**config.mk**
```make
export PLATFORM = sky130hd
export DESIGN_NAME = power_mode_controller
export DESIGN_NICKNAME = d
export VERILOG_FILES = /design/src/hw/power_mode_pkg.sv /design/src/hw/pin_sync.sv /design/src/hw/settle_counter.sv /design/src/hw/power_mode_controller.sv
export VERILOG_INCLUDE_DIRS = /design/src /design/src/hw
export SDC_FILE = /design/constraint.sdc
export NUM_CORES = 1
export LEC_CHECK = 0
export ABC_AREA = 1
export BUFFER_PORTS_ARGS = -buffer_cell sky130_fd_sc_hd__buf_4
export CAP_MARGIN = 20
export CORE_ASPECT_RATIO = 0.9
export CORE_UTILIZATION = 40
export CTS_BUF_LIST = sky130_fd_sc_hd__clkbuf_4 sky130_fd_sc_hd__clkbuf_8 sky130_fd_sc_hd__clkbuf_16
export CTS_CLUSTER_SIZE = 8
export DETAILED_ROUTE_END_ITERATION = 6
export GPL_TIMING_DRIVEN = 0
export PLACE_DENSITY_LB_ADDON = 0.1
export SYNTH_ARGS = -nofsm -noshare
export SYNTH_HDL_FRONTEND = slang
export SYNTH_SLANG_ARGS = --single-unit
export TNS_END_PERCENT = 100
```
**constraint.sdc**
```tcl
create_clock -name core_clk_i -period 4.2 [get_ports core_clk_i]
set_clock_uncertainty 0.2 [all_clocks]
set_input_delay 1.26 -clock core_clk_i [delete_from_list [all_inputs] [get_ports core_clk_i]]
set_output_delay 1.26 -clock core_clk_i [all_outputs]
set_load 0.02 [all_outputs]
```
**src/hw/power_mode_cfg.svh**
```systemverilog
// Constants for the power mode controller: offsets, reset values, timing.
// Assumes inclusion by bare name from the package and the design modules.
`ifndef POWER_MODE_CFG_SVH
`define POWER_MODE_CFG_SVH

// ==========================================================
// Register indices (byte address is four times the index)
`define PMC_PCTRL_IDX 10'h087
`define PMC_STATUS_IDX 10'h088
`define PMC_ADDR_W 12

// ==========================================================
// Reset values
`define PMC_PCTRL_RESET 8'h00
`define PMC_PCTRL_RSVD_MASK 8'hDF
`define PMC_RESET_VECTOR 16'h0000

// ==========================================================
// Timing
`define PMC_CLK_PERIOD_NS 8
`define PMC_MACHINE_CYCLE_CLKS 12
`define PMC_RST_HOLD_MCYC 2
`define PMC_RST_HOLD_CLKS (`PMC_RST_HOLD_MCYC * `PMC_MACHINE_CYCLE_CLKS)
`define PMC_SETTLE_CLKS_LONG 32768
`define PMC_SETTLE_CLKS_SHORT 2048
`define PMC_PD_RESET_HOLD_MS 10
`define PMC_PD_REENTRY_US 4

// ==========================================================
// Synchronised pin vector layout
`define PMC_PIN_W 9
`define PMC_PIN_RST 8
`define PMC_PIN_RESET_LVL 9'h0FF

`endif

```
**src/hw/power_mode_pkg.sv**
```systemverilog
// Types shared by the power mode controller modules.
// Assumes power_mode_cfg.svh is on the include path.
`include "power_mode_cfg.svh"

package power_mode_pkg;

  // ==========================================================
  // Power control register layout, bit 7 down to bit 0
  typedef struct packed {
    logic baud_double;
    logic frame_error_select;
    logic reserved;
    logic power_on_flag;
    logic general_flag_one;
    logic general_flag_zero;
    logic power_down_request;
    logic idle_request;
  } power_ctrl_t;

  // ==========================================================
  // Operating modes
  typedef enum logic [1:0] {
    MODE_RUN,
    MODE_IDLE,
    MODE_PDOWN,
    MODE_SETTLE
  } mode_t;

  // Avalon-MM request as seen by the slave
  typedef struct packed {
    logic [`PMC_ADDR_W-1:0] address;
    logic read;
    logic write;
    logic [31:0] writedata;
    logic [3:0] byteenable;
  } avs_req_t;

endpackage : power_mode_pkg

```
**src/hw/pin_sync.sv**
```systemverilog
// Three-stage synchroniser for a vector of asynchronous pins.
// Assumes pins are slow against core_clk_i; glitches shorter than two cycles are lost.
`timescale 1ns/1ps
`include "power_mode_cfg.svh"

module pin_sync #(
  parameter int WIDTH = `PMC_PIN_W,
  parameter logic [WIDTH-1:0] RESET_LVL = '0
) (
  input wire logic core_clk_i,
  input wire logic resetn_i,
  input wire logic [WIDTH-1:0] pin_i,
  output logic [WIDTH-1:0] level_o
);

  // ==========================================================
  // Per pin: stage 1 feeds only stage 2; a change counts when 2 and 3 agree
  genvar g;
  generate
    for (g = 0; g < WIDTH; g++)
    begin : g_pin
      logic s1_ff;
      logic s2_ff;
      logic s3_ff;
      logic lvl_ff;
      always_ff @(posedge core_clk_i or negedge resetn_i)
      begin
        if (!resetn_i)
        begin
          s1_ff <= RESET_LVL[g];
          s2_ff <= RESET_LVL[g];
          s3_ff <= RESET_LVL[g];
          lvl_ff <= RESET_LVL[g];
        end
        else
        begin
          s1_ff <= pin_i[g];
          s2_ff <= s1_ff;
          s3_ff <= s2_ff;
          if (s2_ff == s3_ff)
          begin
            lvl_ff <= s3_ff;
          end
        end
      end
      assign level_o[g] = lvl_ff;
    end
  endgenerate

endmodule : pin_sync

```
**src/hw/settle_counter.sv**
```systemverilog
// Clock settling counter started on a pin wake from power-down.
// Assumes start_i is a one-cycle pulse on core_clk_i; abort_i is a level that stays high while the core reset lasts.
`timescale 1ns/1ps

module settle_counter #(
  parameter int SETTLE_CLKS = 32768
) (
  input wire logic core_clk_i,
  input wire logic resetn_i,
  input wire logic start_i,
  input wire logic abort_i,
  output logic busy_o,
  output logic done_o
);

  localparam int CW = $clog2(SETTLE_CLKS + 1);
  localparam logic [CW-1:0] LAST = CW'(SETTLE_CLKS - 1);

  logic [CW-1:0] cnt_ff;
  logic busy_ff;
  logic done_ff;

  // ==========================================================
  // Count full SETTLE_CLKS cycles, then one done pulse
  always_ff @(posedge core_clk_i or negedge resetn_i)
  begin
    if (!resetn_i)
    begin
      cnt_ff <= '0;
      busy_ff <= 1'b0;
      done_ff <= 1'b0;
    end
    else
    begin
      done_ff <= 1'b0;
      if (abort_i)
      begin
        busy_ff <= 1'b0;
        cnt_ff <= '0;
      end
      else if (start_i)
      begin
        busy_ff <= 1'b1;
        cnt_ff <= '0;
      end
      else if (busy_ff)
      begin
        if (cnt_ff == LAST)
        begin
          busy_ff <= 1'b0;
          done_ff <= 1'b1;
        end
        else
        begin
          cnt_ff <= cnt_ff + CW'(1);
        end
      end
    end
  end

  assign busy_o = busy_ff;
  assign done_o = done_ff;

endmodule : settle_counter

```
**src/hw/power_mode_controller.sv**
```systemverilog
// Power mode controller: power control register, idle and power-down sequencing.
// Assumes a CPU core, interrupt controller and serial port on core_clk_i around it.
//
// Summary of operation
// - Eight-bit power control register with baud, frame, flag and mode request bits.
// - Baud doubling bit doubles serial rate in modes one to three only.
// - Frame error select turns serial control bit seven into the frame error flag.
// - Power-on flag set by power-on, cleared only by a software write.
// - Two general flags are plain storage with no hardware effect.
// - Idle gates only the CPU clock; peripherals keep their clock.
// - CPU state is frozen intact while idle.
// - Idle holds port pins, drives address latch and program store strobes high.
// - An enabled interrupt clears idle request and resumes the CPU.
// - Reset pin held two machine cycles gives a full internal reset.
// - Power-down stops oscillator and flash, keeps RAM and register contents.
// - In power-down only wake detection on interrupt, receive, counter and reset pins stays active.
// - Wake from power-down by reset, interrupt pins, receive or counter pins.
// - Reset wake restarts execution at the reset vector.
// - Falling interrupt edge exits power-down, restarts oscillator, starts settle count.
// - CPU clock stays blocked until the settle counter reaches full count.
//
// Implementation choice: the Avalon-MM register port.
`timescale 1ns/1ps
`include "power_mode_cfg.svh"

module power_mode_controller #(
  parameter int SETTLE_CLKS = `PMC_SETTLE_CLKS_LONG
) (
  input wire logic core_clk_i,
  input wire logic resetn_i,
  input wire logic power_on_resetn_i,
  input wire logic [`PMC_ADDR_W-1:0] avs_address_i,
  input wire logic avs_read_i,
  input wire logic avs_write_i,
  input wire logic [31:0] avs_writedata_i,
  input wire logic [3:0] avs_byteenable_i,
  output logic [31:0] avs_readdata_o,
  output logic avs_waitrequest_o,
  input wire logic reset_pin_i,
  input wire logic [3:0] ext_irq_n_i,
  input wire logic rxd_i,
  input wire logic [2:0] counter_input_i,
  input wire logic irq_pending_i,
  input wire logic [1:0] serial_mode_i,
  input wire logic cpu_ale_i,
  input wire logic cpu_program_store_strobe_i,
  output logic cpu_clk_en_o,
  output logic periph_clk_en_o,
  output logic osc_run_o,
  output logic flash_en_o,
  output logic port_hold_o,
  output logic ale_o,
  output logic program_store_strobe_o,
  output logic core_reset_o,
  output logic [15:0] reset_vector_o,
  output logic baud_double_o,
  output logic frame_error_select_o
);

  localparam int RST_HOLD = `PMC_RST_HOLD_CLKS;
  localparam logic [4:0] RST_HOLD_C = 5'(RST_HOLD);

  power_mode_pkg::avs_req_t req;
  power_mode_pkg::power_ctrl_t pctrl;
  power_mode_pkg::mode_t mode_ff;
  power_mode_pkg::mode_t nxt_mode;

  logic [`PMC_PIN_W-1:0] pin_raw;
  logic [`PMC_PIN_W-1:0] pin_lvl;
  logic [`PMC_PIN_W-1:0] pin_prev_ff;
  logic [9:0] reg_idx;
  logic [31:0] rdata_ff;
  logic [7:0] wr_byte;
  logic [4:0] rst_cnt_ff;
  logic bus_req, wait_ff, pctrl_wr;
  logic baud_double_ff, frame_error_select_ff, power_on_flag_ff, gf_one_ff, gf_zero_ff;
  logic pd_req_ff, idle_req_ff, core_reset_ff;
  logic pin_wake, irq_fall, settle_start, settle_busy, settle_done, wake_clear;

  // ==========================================================
  // Pin synchronisers and edge detection
  assign pin_raw = {reset_pin_i, counter_input_i, rxd_i, ext_irq_n_i};

  pin_sync #(
    .WIDTH(`PMC_PIN_W),
    .RESET_LVL(`PMC_PIN_RESET_LVL)
  ) u_pin_sync (
    .core_clk_i(core_clk_i),
    .resetn_i(resetn_i),
    .pin_i(pin_raw),
    .level_o(pin_lvl)
  );

  always_ff @(posedge core_clk_i or negedge resetn_i)
  begin
    if (!resetn_i)
    begin
      pin_prev_ff <= `PMC_PIN_RESET_LVL;
    end
    else
    begin
      pin_prev_ff <= pin_lvl;
    end
  end

  // Interrupt pins wake on a falling edge, receive and counter pins on any edge
  assign irq_fall = |(pin_prev_ff[3:0] & ~pin_lvl[3:0]);
  assign pin_wake = irq_fall | (|(pin_prev_ff[7:4] ^ pin_lvl[7:4]));

  // ==========================================================
  // Reset pin qualification: two machine cycles of high level
  always_ff @(posedge core_clk_i or negedge resetn_i)
  begin
    if (!resetn_i)
    begin
      rst_cnt_ff <= 5'h00;
      core_reset_ff <= 1'b0;
    end
    else
    begin
      if (!pin_lvl[`PMC_PIN_RST])
      begin
        rst_cnt_ff <= 5'h00;
      end
      else if (rst_cnt_ff != RST_HOLD_C)
      begin
        rst_cnt_ff <= rst_cnt_ff + 5'h01;
      end
      core_reset_ff <= pin_lvl[`PMC_PIN_RST] && (rst_cnt_ff == RST_HOLD_C);
    end
  end

  // ==========================================================
  // Avalon-MM slave: one wait cycle, then answer
  assign req = {avs_address_i, avs_read_i, avs_write_i, avs_writedata_i,
                avs_byteenable_i};

  assign reg_idx = req.address[`PMC_ADDR_W-1:2];
  assign bus_req = req.read | req.write;
  assign wr_byte = req.writedata[7:0];
  // Write lands at the edge where waitrequest is sampled low
  assign pctrl_wr = req.write && !wait_ff && req.byteenable[0]
                    && !core_reset_ff && (reg_idx == `PMC_PCTRL_IDX);

  assign pctrl = {baud_double_ff, frame_error_select_ff, 1'b0, power_on_flag_ff,
                  gf_one_ff, gf_zero_ff, pd_req_ff, idle_req_ff};

  always_ff @(posedge core_clk_i or negedge resetn_i)
  begin
    if (!resetn_i)
    begin
      wait_ff <= 1'b1;
      rdata_ff <= 32'h0000_0000;
    end
    else
    begin
      if (bus_req && wait_ff)
      begin
        wait_ff <= 1'b0;
        case (reg_idx)
          `PMC_PCTRL_IDX: rdata_ff <= {24'h00_0000, pctrl};
          `PMC_STATUS_IDX: rdata_ff <= {28'h000_0000, settle_busy, core_reset_ff, mode_ff};
          default: rdata_ff <= 32'h0000_0000;
        endcase
      end
      else
      begin
        wait_ff <= 1'b1;
      end
    end
  end

  // ==========================================================
  // Power control register fields cleared by internal reset
  always_ff @(posedge core_clk_i or negedge resetn_i)
  begin
    if (!resetn_i)
    begin
      baud_double_ff <= 1'b0;
      frame_error_select_ff <= 1'b0;
      gf_one_ff <= 1'b0;
      gf_zero_ff <= 1'b0;
    end
    else if (core_reset_ff)
    begin
      baud_double_ff <= 1'b0;
      frame_error_select_ff <= 1'b0;
      gf_one_ff <= 1'b0;
      gf_zero_ff <= 1'b0;
    end
    else if (pctrl_wr)
    begin
      baud_double_ff <= wr_byte[7];
      frame_error_select_ff <= wr_byte[6];
      gf_one_ff <= wr_byte[3];
      gf_zero_ff <= wr_byte[2];
    end
  end

  // Only power-on sets it; a write of zero clears, a write of one keeps it
  always_ff @(posedge core_clk_i or negedge power_on_resetn_i)
  begin
    if (!power_on_resetn_i)
    begin
      power_on_flag_ff <= 1'b1;
    end
    else if (pctrl_wr && !wr_byte[4])
    begin
      power_on_flag_ff <= 1'b0;
    end
  end

  // Mode requests: set by software, cleared by hardware on wake
  assign wake_clear = (mode_ff == power_mode_pkg::MODE_IDLE && irq_pending_i)
                      || settle_done || core_reset_ff;

  always_ff @(posedge core_clk_i or negedge resetn_i)
  begin
    if (!resetn_i)
    begin
      pd_req_ff <= 1'b0;
      idle_req_ff <= 1'b0;
    end
    else if (wake_clear)
    begin
      pd_req_ff <= 1'b0;
      idle_req_ff <= 1'b0;
    end
    else if (pctrl_wr)
    begin
      pd_req_ff <= wr_byte[1];
      idle_req_ff <= wr_byte[0];
    end
  end

  // ==========================================================
  // Mode sequencing
  always_comb
  begin
    nxt_mode = mode_ff;
    case (mode_ff)
      power_mode_pkg::MODE_RUN:
      begin
        if (pctrl_wr && wr_byte[1])
        begin
          nxt_mode = power_mode_pkg::MODE_PDOWN;
        end
        else if (pctrl_wr && wr_byte[0])
        begin
          nxt_mode = power_mode_pkg::MODE_IDLE;
        end
      end
      power_mode_pkg::MODE_IDLE:
      begin
        if (core_reset_ff || irq_pending_i)
        begin
          nxt_mode = power_mode_pkg::MODE_RUN;
        end
      end
      power_mode_pkg::MODE_PDOWN:
      begin
        if (core_reset_ff)
        begin
          nxt_mode = power_mode_pkg::MODE_RUN;
        end
        else if (pin_wake)
        begin
          nxt_mode = power_mode_pkg::MODE_SETTLE;
        end
      end
      power_mode_pkg::MODE_SETTLE:
      begin
        if (core_reset_ff || settle_done)
        begin
          nxt_mode = power_mode_pkg::MODE_RUN;
        end
      end
      default:
      begin
        nxt_mode = power_mode_pkg::MODE_RUN;
      end
    endcase
  end

  always_ff @(posedge core_clk_i or negedge resetn_i)
  begin
    if (!resetn_i)
    begin
      mode_ff <= power_mode_pkg::MODE_RUN;
    end
    else
    begin
      mode_ff <= nxt_mode;
    end
  end

  assign settle_start = (mode_ff == power_mode_pkg::MODE_PDOWN) && !core_reset_ff && pin_wake;

  settle_counter #(
    .SETTLE_CLKS(SETTLE_CLKS)
  ) u_settle (
    .core_clk_i(core_clk_i),
    .resetn_i(resetn_i),
    .start_i(settle_start),
    .abort_i(core_reset_ff),
    .busy_o(settle_busy),
    .done_o(settle_done)
  );

  // ==========================================================
  // Clock, strobe and serial outputs, all registered
  always_ff @(posedge core_clk_i or negedge resetn_i)
  begin
    if (!resetn_i)
    begin
      cpu_clk_en_o <= 1'b1;
      periph_clk_en_o <= 1'b1;
      osc_run_o <= 1'b1;
      flash_en_o <= 1'b1;
      port_hold_o <= 1'b0;
      ale_o <= 1'b1;
      program_store_strobe_o <= 1'b1;
    end
    else
    begin
      // A gated CPU clock is what keeps every CPU register intact
      cpu_clk_en_o <= (nxt_mode == power_mode_pkg::MODE_RUN);
      periph_clk_en_o <= (nxt_mode == power_mode_pkg::MODE_RUN)
                         || (nxt_mode == power_mode_pkg::MODE_IDLE);
      osc_run_o <= (nxt_mode != power_mode_pkg::MODE_PDOWN);
      // Flash stays off until the clock is trusted again
      flash_en_o <= (nxt_mode == power_mode_pkg::MODE_RUN)
                    || (nxt_mode == power_mode_pkg::MODE_IDLE);
      port_hold_o <= (nxt_mode != power_mode_pkg::MODE_RUN);
      ale_o <= (nxt_mode == power_mode_pkg::MODE_IDLE) ? 1'b1 : cpu_ale_i;
      program_store_strobe_o <= (nxt_mode == power_mode_pkg::MODE_IDLE) ? 1'b1
                                : cpu_program_store_strobe_i;
    end
  end

  always_ff @(posedge core_clk_i or negedge resetn_i)
  begin
    if (!resetn_i)
    begin
      core_reset_o <= 1'b0;
      reset_vector_o <= `PMC_RESET_VECTOR;
      baud_double_o <= 1'b0;
      frame_error_select_o <= 1'b0;
    end
    else
    begin
      core_reset_o <= core_reset_ff;
      reset_vector_o <= `PMC_RESET_VECTOR;
      // Mode 0 is the fixed-rate shift mode and ignores doubling
      baud_double_o <= baud_double_ff && (serial_mode_i != 2'h0);
      frame_error_select_o <= frame_error_select_ff;
    end
  end

  assign avs_readdata_o = rdata_ff;
  assign avs_waitrequest_o = wait_ff;

endmodule : power_mode_controller

```
* Word-level counts from Yosys, hierarchy flattened *
Cells that the tools add are included.

word-level totals
  register bits after elaboration = 119
  input bits = 67
  output and inout port bits = 59
  word-level logic and storage cells = 157

operators by class
  $add $sub $neg = 2
  equal/unequal tests = 21
  multiplexer cells = 37
  bitwise gates (word level) = 5
  reduce and logical (&&, ||, !) cells = 31

operators by type and width
  cell                                                                     number
  16-bit two-way mux                                                       4
  1-bit two-way mux                                                        23
  10-bit by 8-bit equality test with 1-bit output, second input constant   2
  16-bit by 1-bit adder with 16-bit output, second input constant          1
  16-bit by 15-bit equality test with 1-bit output, second input constant  1
  8-bit one-hot mux with 2 select lines                                    1
  1-bit logical AND                                                        13
  2-bit two-way mux                                                        6
  5-bit two-way mux                                                        2
  1-bit equality test                                                      9
  2-bit one-hot mux with 4 select lines                                    1
  2-bit nonzero test                                                       4
  4-bit OR reduction                                                       2
  5-bit by 1-bit adder with 5-bit output, second input constant            1
  5-bit equality test, second input constant                               1
  1-bit logical OR                                                         5
  5-bit != test, second input constant                                     1
  4-bit AND                                                                1
  2-bit by 1-bit equality test with 1-bit output, second input constant    2
  2-bit equality test, second input constant                               2
  2-bit zero test                                                          2
  2-bit != test, second input constant                                     2
  4-bit inverter                                                           1
  4-bit bitwise XOR                                                        1
  5 further kinds                                                          8

* Logic depth before layout (Yosys ltp) *
Gate-level depths: netlist of run 1.

  depth after elaboration = 11
  depth in mapped cells = 11

* By module *
From an unflattened synthesis of run 1, not the netlist that was laid out.

second synthesis, totals
  cell total of the unflattened synthesis = 482
  area, all modules = 4350.4 µm²

by module, submodules not included
  module                 instances  cells an instance  area an instance (µm²)
  power_mode_controller  1          239                2073.2
  pin_sync               1          81                 1154.9
  settle_counter         1          162                1122.3

* Worst setup path after synthesis of run 1 *
Ideal clock, no wire load.

  path type = input to register
  from = in avs_address_i[9]
  to = reg baud_double_ff
  library setup time = 0.126 ns
  arrival time = 2.082 ns
  required time = 3.874 ns
  slack = 1.792 ns
  stages on the path = 7
  buffers on the path = 0
  path through = inv_1 nor2_1 nand2_1 nor3_4 inv_1 nand2_1 o21ai_0

on the way
  longest elaborated chain between the ends = 3

RTL lines
  what                                             line                          RTL
  start: declaration                               power_mode_controller.sv:32   input wire logic [`PMC_ADDR_W-1:0] avs_address_i,
  10-bit by 8-bit equality test with 1-bit output  -
  1-bit logical AND                                power_mode_controller.sv:142  assign pctrl_wr = req.write && !wait_ff && req.byteenable[0]
  2-bit nonzero test (no source line)              -
  end signal: assignment                           power_mode_controller.sv:193  baud_double_ff <= wr_byte[7];
  end: declaration                                 power_mode_controller.sv:76   logic baud_double_ff, frame_error_select_ff, power_on_flag_ff, gf_one_ff, gf_zero_ff;

Every way passes these cells.
A chain may end at the register's enable or synchronous reset.

==> results of run 1 <==
where the power goes:
part	total [mW]	switching, mW	leakage (nW)	internal [mW]
combinational	0.196	0.110	1.38	0.0857
clock	0.781	0.367	0.137	0.414
sequential	0.996	0.0249	1.12	0.971
metal layers:
layer,track usage,vias up,routed length (um)
met5,0,-,0
met4,0.0615,0,153
met3,0.0437,11,426
met2,0.225,65,3370
met1,0.198,1358,3420
li1,-,1492,-
worst max-delay path by stage:
| stage | from | endpoint | slack (ns) | cells past startpoint |
|---|---|---|---|---|
| global route | flash_en_o | periph_clk_en_o | 1.60 | 2 |
| global placement | avs_address_i[7] | baud_double_ff | 1.48 | 7 |
| CTS | flash_en_o | periph_clk_en_o | 1.62 | 2 |
| floorplan | avs_address_i[9] | baud_double_ff | 1.79 | 7 |
| detailed placement | avs_address_i[7] | program_store_strobe_o | 1.45 | 9 |
| finish | flash_en_o | periph_clk_en_o | 1.64 | 2 |
metrics by stage:
| step | cells | cell area (sq um) | power (mW) |
|---|---|---|---|
| after CTS | 673 | 5230 | 2.01 |
| after detailed placement | 657 | 4930 | 1.21 |
| final | 673 | 5230 | 1.97 |
| after global routing | 673 | 5230 | 2.07 |
| after floorplan | 473 | 4340 | 1.13 |
| after global placement | 656 | 4900 | 1.20 |
logic make-up after synthesis:
kind of cell,Yosys count,synth area share
AOI/OAI and AO/OA,35,0.0490
and+or+nand+nor,190,0.207
xor gates and xnor gates,4,0.00837
adders and majority gates,12,0.0305
buffers and inverters,97,0.128
other,1,0.000896
DFF,94,0.576
Yosys cell counts (all sizes together):
cell type,n
nand2,92
nor2,57
inv,53
dfrtp,47
dfstp,47
buf,44
nand3,22
a21oi,17
nand4,12
o21ai,11
maj3,9
nor3,6
xor2,4
ha,3
o21bai,3
a31oi,2
o31ai,2
conb,1
nor3b,1
cell type report:
cell class,instances,area (sq um)
Clock inverter,7,68.8
Clock buffer,9,225
Timing Repair Buffer,55,433
Multi-Input combinational cell,282,1390
Tap cell,129,161
Inverter,53,199
Fill cell,983,4980
Buffer,44,338
Sequential cell,94,2410
flip-flops by register name, indices dropped and copies added, names as in the netlist, 2 cells and up:
name	count
pin_prev_ff	8
mode_ff	2
u_pin_sync.g_pin.s2_ff	9
avs_readdata_o	7
u_pin_sync.g_pin.s3_ff	9
u_settle.cnt_ff	16
u_pin_sync.g_pin.s1_ff	9
rst_cnt_ff	5
u_pin_sync.g_pin.lvl_ff	9
==> results by group, run 1 <==
Global route
  – Total congestion overflow: 0
  – Number of global-route vias before repair: 2692
  – Largest net degree at the start of global routing: 67
  – GR Util All Layers: 0.149
  – Antenna violations before repair: 0
  – First-pass GRT wire length: 12400 um

Setup path
  – Critical Path End Type: primary output
  – CP Cell Sequence: buf_4 > buf_4
  – Slowest stage delay, CP: 0.54 ns
  – CP most frequent cell: buf_4
  – FF-to-FF End: u_settle.cnt_ff[13]
  – Crit path DAT: 1.10 ns
  – Crit-path leading delay family: flip-flops
  – Reg2Reg Setup Slack: 2.20 ns
  – Launch point of the worst reg-to-reg path: u_pin_sync.g_pin[4].lvl_ff
  – CP Buf/Inv Count: 2
  – CP Class: flop to primary output
  – Critical Path Fanout Max: 2
  – Critical Path Start Type: flop
  – Critical path data required time: 2.74 ns
  – Reg2reg path depth: 8
  – CP max-delay cell: dfstp_2

Synth
  – Synth Instances: 433
  – Yosys warns: 0
  – Seq cells post-synth: 94
  – Cell taking the most area after synthesis: dfstp_2
  – Post-synth top area share: 0.295
  – Dominant cells by area after synthesis: dfstp_2 (29%), dfrtp_1 (28%), nand2_1 (7.6%)
  – Mapped Avg Cell Area: 9.67 sq um
  – Mapped Area: 0.00419 sq mm
  – Post-synth cell types: 30
  – Sequential area share after synthesis: 0.576

Finish
  – Layout cells sized above 1: 0.344
  – Synthesis-to-finish area growth: 24.8%
  – Final core area utilization: 0.512
  – Inserted Diodes: 0
  – Commonest non-fill, non-tap cell in the layout: buf_4
  – Nets: 609
  – Most frequent cells in the layout: buf_4 (96), nand2_1 (85), inv_1 (50)

STA
  – Crit path time final: 2.56 ns
  – Final setup TNS: 0 ns
  – Worst setup margin: 1.64 ns
  – RSZ-0062 raised after global routing: false
  – Setup violators final: 0
  – Final slew viol count: 0
  – Slew margin rel.: 0.604
  – Actual slew at the worst max-slew pin: 0.594 ns
  – Final period util: 0.609
  – Final number of hold-violating endpoints: 0
  – Hold slack: 0.149 ns
  – F_max: 391 MHz

Floorplan
  – Die Width: 110 um
  – Site Rows: 35
  – Die Span Y: 99.1 um
  – Die Area: 0.0109 sq mm
  – Core ar.: 0.0102 sq mm
  – Initial Util: 0.410
  – Boundary pin count: 126

Clock network
  – CTS tree: yes
  – Post-CTS resize count: 0
  – Hold buffers post-CTS: 0
  – Clk root buf: clkbuf_16
  – Clk slew on worst S/H paths: 0.07 ns
  – Clock Sinks: 94
  – CTS Buf Count: 9
  – Post-CTS Setup Bufs: 0
  – Maximum clock path buffer count: 2
  – CTS H-Tree Depth: 3
  – Worst skew pair latency: 0.34 ns

Detailed routing
  – Detail-routed via count per cell: 4.35
  – ANT nets after route: 0
  – Routed wire per std cell: 11.0 um
  – DR pass1 iterations: 4
  – DR DRC count: 0
  – Final wirelength: 7370 um
  – Initial DRC count: 130
  – Via count: 2926

Outcome
  – Status: finished, final reports clean

Placed design
  – Final GP Congestion: 0.859
  – IO buf count: 54
  – Place WS: 1.45 ns
  – Post-DP HPWL: 5360 um

Power and ir drop
  – PD cells: 378 mW/mm^2
  – Static Leak: 2.63 nW
  – Peak VDD IR: 0.278 mV

Hold path
  – HP Class: flop to flop
  – Hold endpoint: u_pin_sync.g_pin[8].s2_ff
  – Hold Crit Start: u_pin_sync.g_pin[8].s1_ff
  – Hold-critical path depth: 0

Flow run
  – Max-Cap Viols: 0
(Power assumes the default switching activity.)
==> inputs of run 2 (changes only) <==
--- a/config.mk
+++ b/config.mk
@@ -6,7 +6,7 @@
 export SDC_FILE = /design/constraint.sdc
 export NUM_CORES = 1
 export LEC_CHECK = 0
-export ABC_AREA = 1
+export ABC_AREA = 0
 export BUFFER_PORTS_ARGS = -buffer_cell sky130_fd_sc_hd__buf_4
 export CAP_MARGIN = 20
 export CORE_ASPECT_RATIO = 0.9
==> constraint.sdc (replaced) <==
create_clock -name core_clk_i -period 2.6 [get_ports core_clk_i]
set_clock_uncertainty 0.2 [all_clocks]
set_input_delay 0.78 -clock core_clk_i [delete_from_list [all_inputs] [get_ports core_clk_i]]
set_output_delay 0.78 -clock core_clk_i [all_outputs]
set_load 0.02 [all_outputs]
==> run 2 against run 1 <==
Net effect: the run now ends with setup timing left; synthesized cell count is 24% lower; critical path depth is 4 higher; combinational power is 62% higher; clock power is 21% higher; core utilization is 1.2 points higher; non-clock buffer count is 5 higher; die area is 6.6% lower; total power is 47% higher; global-route usage is 1.0 points lower; area after synthesis is 6.8% lower; final area is 6.8% lower; critical endpoint is now program_store_strobe_o; highest routed layer unchanged.
==> results by group, run 2 <==
Detailed routing
  – Via count: 2470 (-16%)
  – ANT nets after route: 0 (unchanged)
  – DR DRC count: 0 (unchanged)
  – Routed wire per std cell: 11.5 um (+4.9%)
  – Initial DRC count: 86 (-34%)
  – Detail-routed via count per cell: 4.39 (+0.91%)
  – DR pass1 iterations: 4 (unchanged)
  – Final wirelength: 6470 um (-12%)

Synth
  – Yosys warns: 0 (unchanged)
  – Sequential area share after synthesis: 0.618 (+0.0417)
  – EDFF count, synth: 0 (unchanged)
  – Synth Area in Adders: 0.0327 (+0.00221)
  – Post-synth top cells: dfrtp_1 (47), dfstp_2 (47), buf_4 (42)
  – Cell taking the most area after synthesis: dfstp_2
  – Proportion of synthesized area in mux cells: 0.0103 (+0.0103)
  – Post-synth top area share: 0.316 (+0.0214)
  – Main synth FF type: dfstp_2
  – Dominant cells by area after synthesis: dfstp_2 (32%), dfrtp_1 (30%), buf_4 (8.1%)
  – Post-Synth Simple-Gate Area: 0.135 (-0.0725)
  – Mapped Area: 0.00390 sq mm (-6.8%)
  – Async set-reset flop share out of synthesis: 1.00 (unchanged)
  – Post-synth cell types: 45 (+50%)
  – Seq cells post-synth: 94 (unchanged)
  – Synth Instances: 330 (-24%)
  – Post-Synth XOR/XNOR Area: 0.0359 (+0.0275)
  – Mapped Avg Cell Area: 11.8 sq um (+22%)
  – Complex-gate fraction of the synthesized area: 0.0679 (+0.0189)
  – Largest family of logic cells by synthesized area: simple AND/OR/NAND/NOR gates

Global route
  – First-pass GRT wire length: 10700 um (-14%)
  – Largest net degree at the start of global routing: 64 (-4.5%)
  – Total congestion overflow: 0 (unchanged)
  – GR Util All Layers: 0.138 (-0.0103)
  – Antenna violations before repair: 0 (unchanged)
  – Number of global-route vias before repair: 2315 (-14%)

Clock network
  – Hold buffers post-CTS: 0 (unchanged)
  – Maximum clock path buffer count: 2 (unchanged)
  – Clk slew on worst S/H paths: 0.08 ns (about the same)
  – Worst skew pair latency: 0.35 ns (about the same)
  – CTS Buf Count: 9 (unchanged)
  – CTS tree: yes
  – Clock Sinks: 94 (unchanged)
  – Clk root buf: clkbuf_8
  – CTS H-Tree Depth: 3 (unchanged)

STA
  – Final slew viol count: 0 (unchanged)
  – F_max: 378 MHz
  – Slew margin rel.: 0.420 (-0.185)
  – RSZ-0062 raised after global routing: true
  – Final period util: 1.02
  – Worst setup margin: -0.0442 ns (-1.68 ns)
  – Actual slew at the worst max-slew pin: 0.864 ns (+0.270 ns)
  – Setup violators final: 3 (+3)
  – Crit path time final: 2.64 ns
  – Final number of hold-violating endpoints: 0 (unchanged)
  – Hold slack: 0.142 ns (-0.00704 ns)

Setup path
  – FF-to-FF End: program_store_strobe_o
  – Critical path data required time: 2.68 ns (-0.06 ns)
  – Reg2Reg Setup Slack: 0.02 ns (-2.18 ns)
  – CP Class: primary input to flop
  – Setup crit end: program_store_strobe_o
  – Crit path DAT: 2.72 ns (+1.62 ns)
  – Critical Path Fanout Max: 6 (+4)
  – Critical Path Start Type: primary input
  – Launch point of the worst reg-to-reg path: core_reset_ff
  – Reg2reg path depth: 5 (-3)
  – Critical Path End Type: flop
  – CP startpoint: avs_address_i[7]

Finish
  – Layout cells sized above 1: 0.390 (+0.0463)
  – Fillers: 834 (-15%)
  – Inserted Diodes: 0 (unchanged)
  – Commonest non-fill, non-tap cell in the layout: buf_4
  – Biggest register: u_settle.cnt_ff
  – Largest register FFs: 16 (unchanged)
  – Most frequent cells in the layout: buf_4 (95), dfstp_2 (47), dfrtp_1 (46)
  – Final core area utilization: 0.524 (+0.0120)
  – Synthesis-to-finish area growth: 24.7% (about the same)
  – Nets: 506 (-17%)
  – Sequential Area: 0.00241 sq mm (about the same)
  – Footprint of the multi-input gates: 0.00126 sq mm (-9.0%)

Power and ir drop
  – Peak VDD IR: 0.392 mV (+41%)
  – PD cells: 595 mW/mm^2 (+58%)
  – Overall power: 2.90 mW (+47%)
  – Static Leak: 2.30 nW (-13%)

Hold path
  – HP Class: primary input to asynchronous set/reset pin

Floorplan
  – Boundary pin count: 126 (unchanged)
  – Initial Util: 0.420 (+0.00990)
  – Site Rows: 33 (-5.7%)
  – Die Width: 106 um (-3.4%)
  – Die Area: 0.0102 sq mm (-6.6%)
  – Core ar.: 0.00929 sq mm (-9.0%)
  – Die Span Y: 95.7 um (-3.4%)

Outcome
  – Failing checks: setup timing
  – Status: finished, violations left

Placed design
  – IO buf count: 54 (unchanged)
  – Post-DP HPWL: 4600 um (-14%)
  – Final GP Congestion: 0.776 (-9.6%)

Flow run
  – Max-Cap Viols: 0 (unchanged)
[run 2: stage by stage]
step                cells  setup slack, ns  TNS [ns]  area (sq um)
detailed placement    547           -0.468     -5.08          4640
CTS                   564          -0.0256   -0.0728          4870
floorplan             370           -0.215    -0.965          4050
global route          563          -0.0933    -0.182          4870
finish                563          -0.0442    -0.126          4870
global placement      546           -0.463     -4.78          4610
[run 2: how the worst min path moves through the flow]
stage,from,endpoint,slack (ns),cells after the start
2_1_floorplan,u_pin_sync.g_pin[8].s1_ff,u_pin_sync.g_pin[8].s2_ff,0.13,0
3_3_place_gp,u_pin_sync.g_pin[8].s1_ff,u_pin_sync.g_pin[8].s2_ff,0.14,0
3_5_place_dp,u_pin_sync.g_pin[8].s1_ff,u_pin_sync.g_pin[8].s2_ff,0.14,0
4_1_cts,power_on_resetn_i,power_on_flag_ff,0.12,1
5_1_grt,power_on_resetn_i,power_on_flag_ff,0.11,1
6_report,power_on_resetn_i,power_on_flag_ff,0.14,1
[run 2: cell type report]
cell class	count	share of cell area
inverters	13	0.0100
multi-input cells	214	0.260
repair buffers	56	0.0920
plain buffers	48	0.0696
clock buffers	12	0.0350
well taps	122	0.0314
clock inverters	4	0.00694
flip-flops and latches	94	0.496
[run 2: repair_timing]
| action | in CTS | in global routing |
|---|---|---|
| gates resized for setup | 3 | 4 |
| setup buffers | 1 | 0 |
| setup endpoints to repair | 4 | 15 |
[run 2: report_power, final]
group          internal, mW  switching, mW
sequential             1.58         0.0520
clock                 0.451          0.495
combinational         0.152          0.166
total                  2.18          0.713
[run 2: logic make-up (layout without fill, tap and decap cells)]
| group | count (synthesis) | after routing |
|---|---|---|
| AO/OA/AOI/OAI | 41 | 41 |
| XOR/XNOR | 16 | 16 |
| adder cells (fa/ha/maj) | 12 | 12 |
| buffers and inverters | 62 | 133 |
| flip-flops | 94 | 94 |
| multiplexers | 4 | 4 |
| other | 1 | 41 |
| AND/OR/NAND/NOR | 100 | 100 |
[run 2: critical path, stage by stage]
cell	delay, ns
buf_6	0.09
or4b_4	0.56
or4_4	0.53
or3b_1	0.39
a22o_4	0.25
o21bai_1	0.13
[run 2: layer usage]
metal | vias up | track usage | share of wire | wire length (um)
met5 | - | 0 | 0 | 0
met4 | 0 | 0.0451 | 0.013 | 81
met3 | 8 | 0.0501 | 0.057 | 368
met2 | 74 | 0.215 | 0.45 | 2890
met1 | 1147 | 0.181 | 0.48 | 3130
li1 | 1241 | - | - | -
==> inputs of run 3 (changes only) <==
--- a/config.mk
+++ b/config.mk
@@ -16,6 +16,7 @@
 export DETAILED_ROUTE_END_ITERATION = 6
 export GPL_TIMING_DRIVEN = 0
 export PLACE_DENSITY_LB_ADDON = 0.1
+export RECOVER_POWER = 50
 export SYNTH_ARGS = -nofsm -noshare
 export SYNTH_HDL_FRONTEND = slang
 export SYNTH_SLANG_ARGS = --single-unit
==> run 3 against run 2 <==
Net effect: the flow finishes with violations (capacitance limit, slew limit, setup timing); cell count stayed put; sequential share of layout area rose by 0.20 points; critical path type unchanged; via count grew 0.12%; final area decreased by 0.41%.
==> results by group, run 3 (same netlist as run 2, synthesis figures left out) <==
Finish
  – Most frequent cells in the layout: buf_4 (83), dfrtp_1 (46), conb_1 (41)
  – Synthesis-to-finish area growth: 24.2%
  – Largest register FFs: 16 (unchanged)
  – Biggest register: u_settle.cnt_ff
  – Nets: 506 (unchanged)
  – Layout cells sized above 1: 0.356 (-0.0340)
  – Commonest non-fill, non-tap cell in the layout: buf_4
  – Inserted Diodes: 0 (unchanged)

Detailed routing
  – Via count: 2473 (+0.12%)
  – Detail-routed via count per cell: 4.39 (+0.12%)
  – ANT nets after route: 0 (unchanged)
  – Initial DRC count: 98 (+14%)
  – Final wirelength: 6460 um (-0.19%)
  – DR DRC count: 0 (unchanged)
  – DR pass1 iterations: 4 (unchanged)
  – Routed wire per std cell: 11.5 um (-0.19%)

Global route
  – Number of global-route vias before repair: 2315 (unchanged)
  – First-pass GRT wire length: 10700 um (unchanged)
  – Antenna violations before repair: 0 (unchanged)
  – Total congestion overflow: 0 (unchanged)
  – GR Util All Layers: 0.138 (unchanged)
  – Largest net degree at the start of global routing: 64 (unchanged)

Clock network
  – Worst skew pair latency: 0.35 ns (about the same)
  – Clk root buf: clkbuf_8
  – CTS Buf Count: 9 (unchanged)
  – Hold buffers post-CTS: 0 (unchanged)
  – Maximum clock path buffer count: 2 (unchanged)
  – Clk slew on worst S/H paths: 0.08 ns (about the same)
  – Clock Sinks: 94 (unchanged)
  – CTS tree: yes
  – CTS H-Tree Depth: 3 (unchanged)

Floorplan
  – Die Area: 0.0102 sq mm (unchanged)
  – Die Span Y: 95.7 um (unchanged)
  – Boundary pin count: 126 (unchanged)
  – Site Rows: 33 (unchanged)
  – Die Width: 106 um (unchanged)
  – Initial Util: 0.420 (unchanged)
  – Core ar.: 0.00929 sq mm (unchanged)

Power and ir drop
  – Sw Pwr: 0.713 mW (about the same)
  – Sequential share of power: 0.564 (about the same)
  – Peak VDD IR: 0.391 mV (-0.34%)
  – Cell internal pwr: 2.17 mW (-0.50%)
  – Overall power: 2.89 mW (-0.37%)
  – Clock share of power: 0.328 (+0.002)
  – Static Leak: 2.28 nW (-0.88%)
  – Combinational power share: 0.108 (-0.002)
  – Switching Share: 0.247 (+0.000938)
  – PD cells: 595 mW/mm^2 (about the same)

STA
  – Final setup TNS: -0.126 ns (+0.000384 ns)
  – Setup violators final: 3 (unchanged)
  – Slew margin rel.: -0.0739 (-0.493)
  – RSZ-0062 raised after global routing: true
  – Final slew viol count: 32 (+32)
  – Actual slew at the worst max-slew pin: 1.61 ns (+0.747 ns)
  – Final period util: 1.02 (about the same)
  – F_max: 378 MHz (about the same)
  – Final number of hold-violating endpoints: 0 (unchanged)
  – Worst setup margin: -0.0441 ns (+0.000101 ns)
  – Crit path time final: 2.64 ns (-0.000101 ns)
  – Hold slack: 0.158 ns (+0.0162 ns)

Setup path
  – Critical Path Fanout Max: 6 (unchanged)
  – Crit path DAT: 2.72 ns (about the same)
  – CP Class: primary input to flop
  – Critical Path End Type: flop
  – Critical Path Start Type: primary input
  – Critical path data required time: 2.68 ns (about the same)

Placed design
  – IO buf count: 54 (unchanged)
  – Post-DP HPWL: 4600 um (unchanged)
  – Final GP Congestion: 0.776 (unchanged)

Flow run
  – Max-Cap Viols: 1 (+1)

Hold path
  – HP Class: primary input to asynchronous set/reset pin

Outcome
  – Failing checks: capacitance limit, slew limit, setup timing
  – Status: finished, violations left
run 3: path summary, 6_finish.rpt:
check / start / slack [ns] / endpoint / cells after the start
hold / removal: power_on_resetn_i / 0.16 / power_on_flag_ff / 1
max in group asynchronous: resetn_i / 0.30 / core_reset_ff / 2
setup reg to reg: core_reset_ff / 0.02 / program_store_strobe_o / 5
min in group core_clk_i: u_pin_sync.g_pin[8].s1_ff / 0.16 / u_pin_sync.g_pin[8].s2_ff / 0
hold reg to reg: u_pin_sync.g_pin[8].s1_ff / 0.16 / u_pin_sync.g_pin[8].s2_ff / 0
setup / recovery: avs_address_i[7] / -0.04 / program_store_strobe_o / 6
run 3: area by class of cell:
cell class,instances,area [sq um]
inverter,13,48.8
clock buffer,12,170
timing repair buffer,56,428
tap,122,153
multi-input combinational,214,1260
buffer,48,339
fill,837,4440
sequential,94,2410
clock inverter,4,33.8
run 3: metal layers:
metal	track usage	vias up	share of wire
met2	0.215	74	0.45
met5	0	-	0
met4	0.0451	0	0.013
met1	0.181	1150	0.48
met3	0.0501	8	0.057
li1	-	1241	-
run 3: what timing repair did:
| item | CTS | global route |
|---|---|---|
| resized for setup | 3 | 4 |
| setup endpoints to repair | 4 | 15 |
| setup buffers | 1 | 0 |
run 3: through the flow:
step | util | setup WS [ns] | cell area, sq um | cells
5_1_grt | 0.522 | -0.0933 | 4850 | 563
3_5_place_dp | 0.499 | -0.468 | 4640 | 547
3_3_place_gp | 0.496 | -0.463 | 4610 | 546
2_1_floorplan | - | -0.215 | 4050 | 370
6_report | 0.522 | -0.0441 | 4850 | 563
4_1_cts | 0.524 | -0.0256 | 4870 | 564
run 3: critical path: stages:
cell and delay (ns):
buf_6 0.09, or4b_4 0.56, or4_4 0.53, or3b_1 0.39, a22o_4 0.25, o21bai_1 0.13
run 3: power by group through the flow:
stage	registers [mW]	clock network (mW)	logic [mW]
floorplan	1.66	0	0.198
global placement	1.66	0	0.305
detailed placement	1.66	0	0.315
CTS	1.64	1.00	0.319
global route	1.64	1.05	0.352
finish	1.63	0.946	0.313
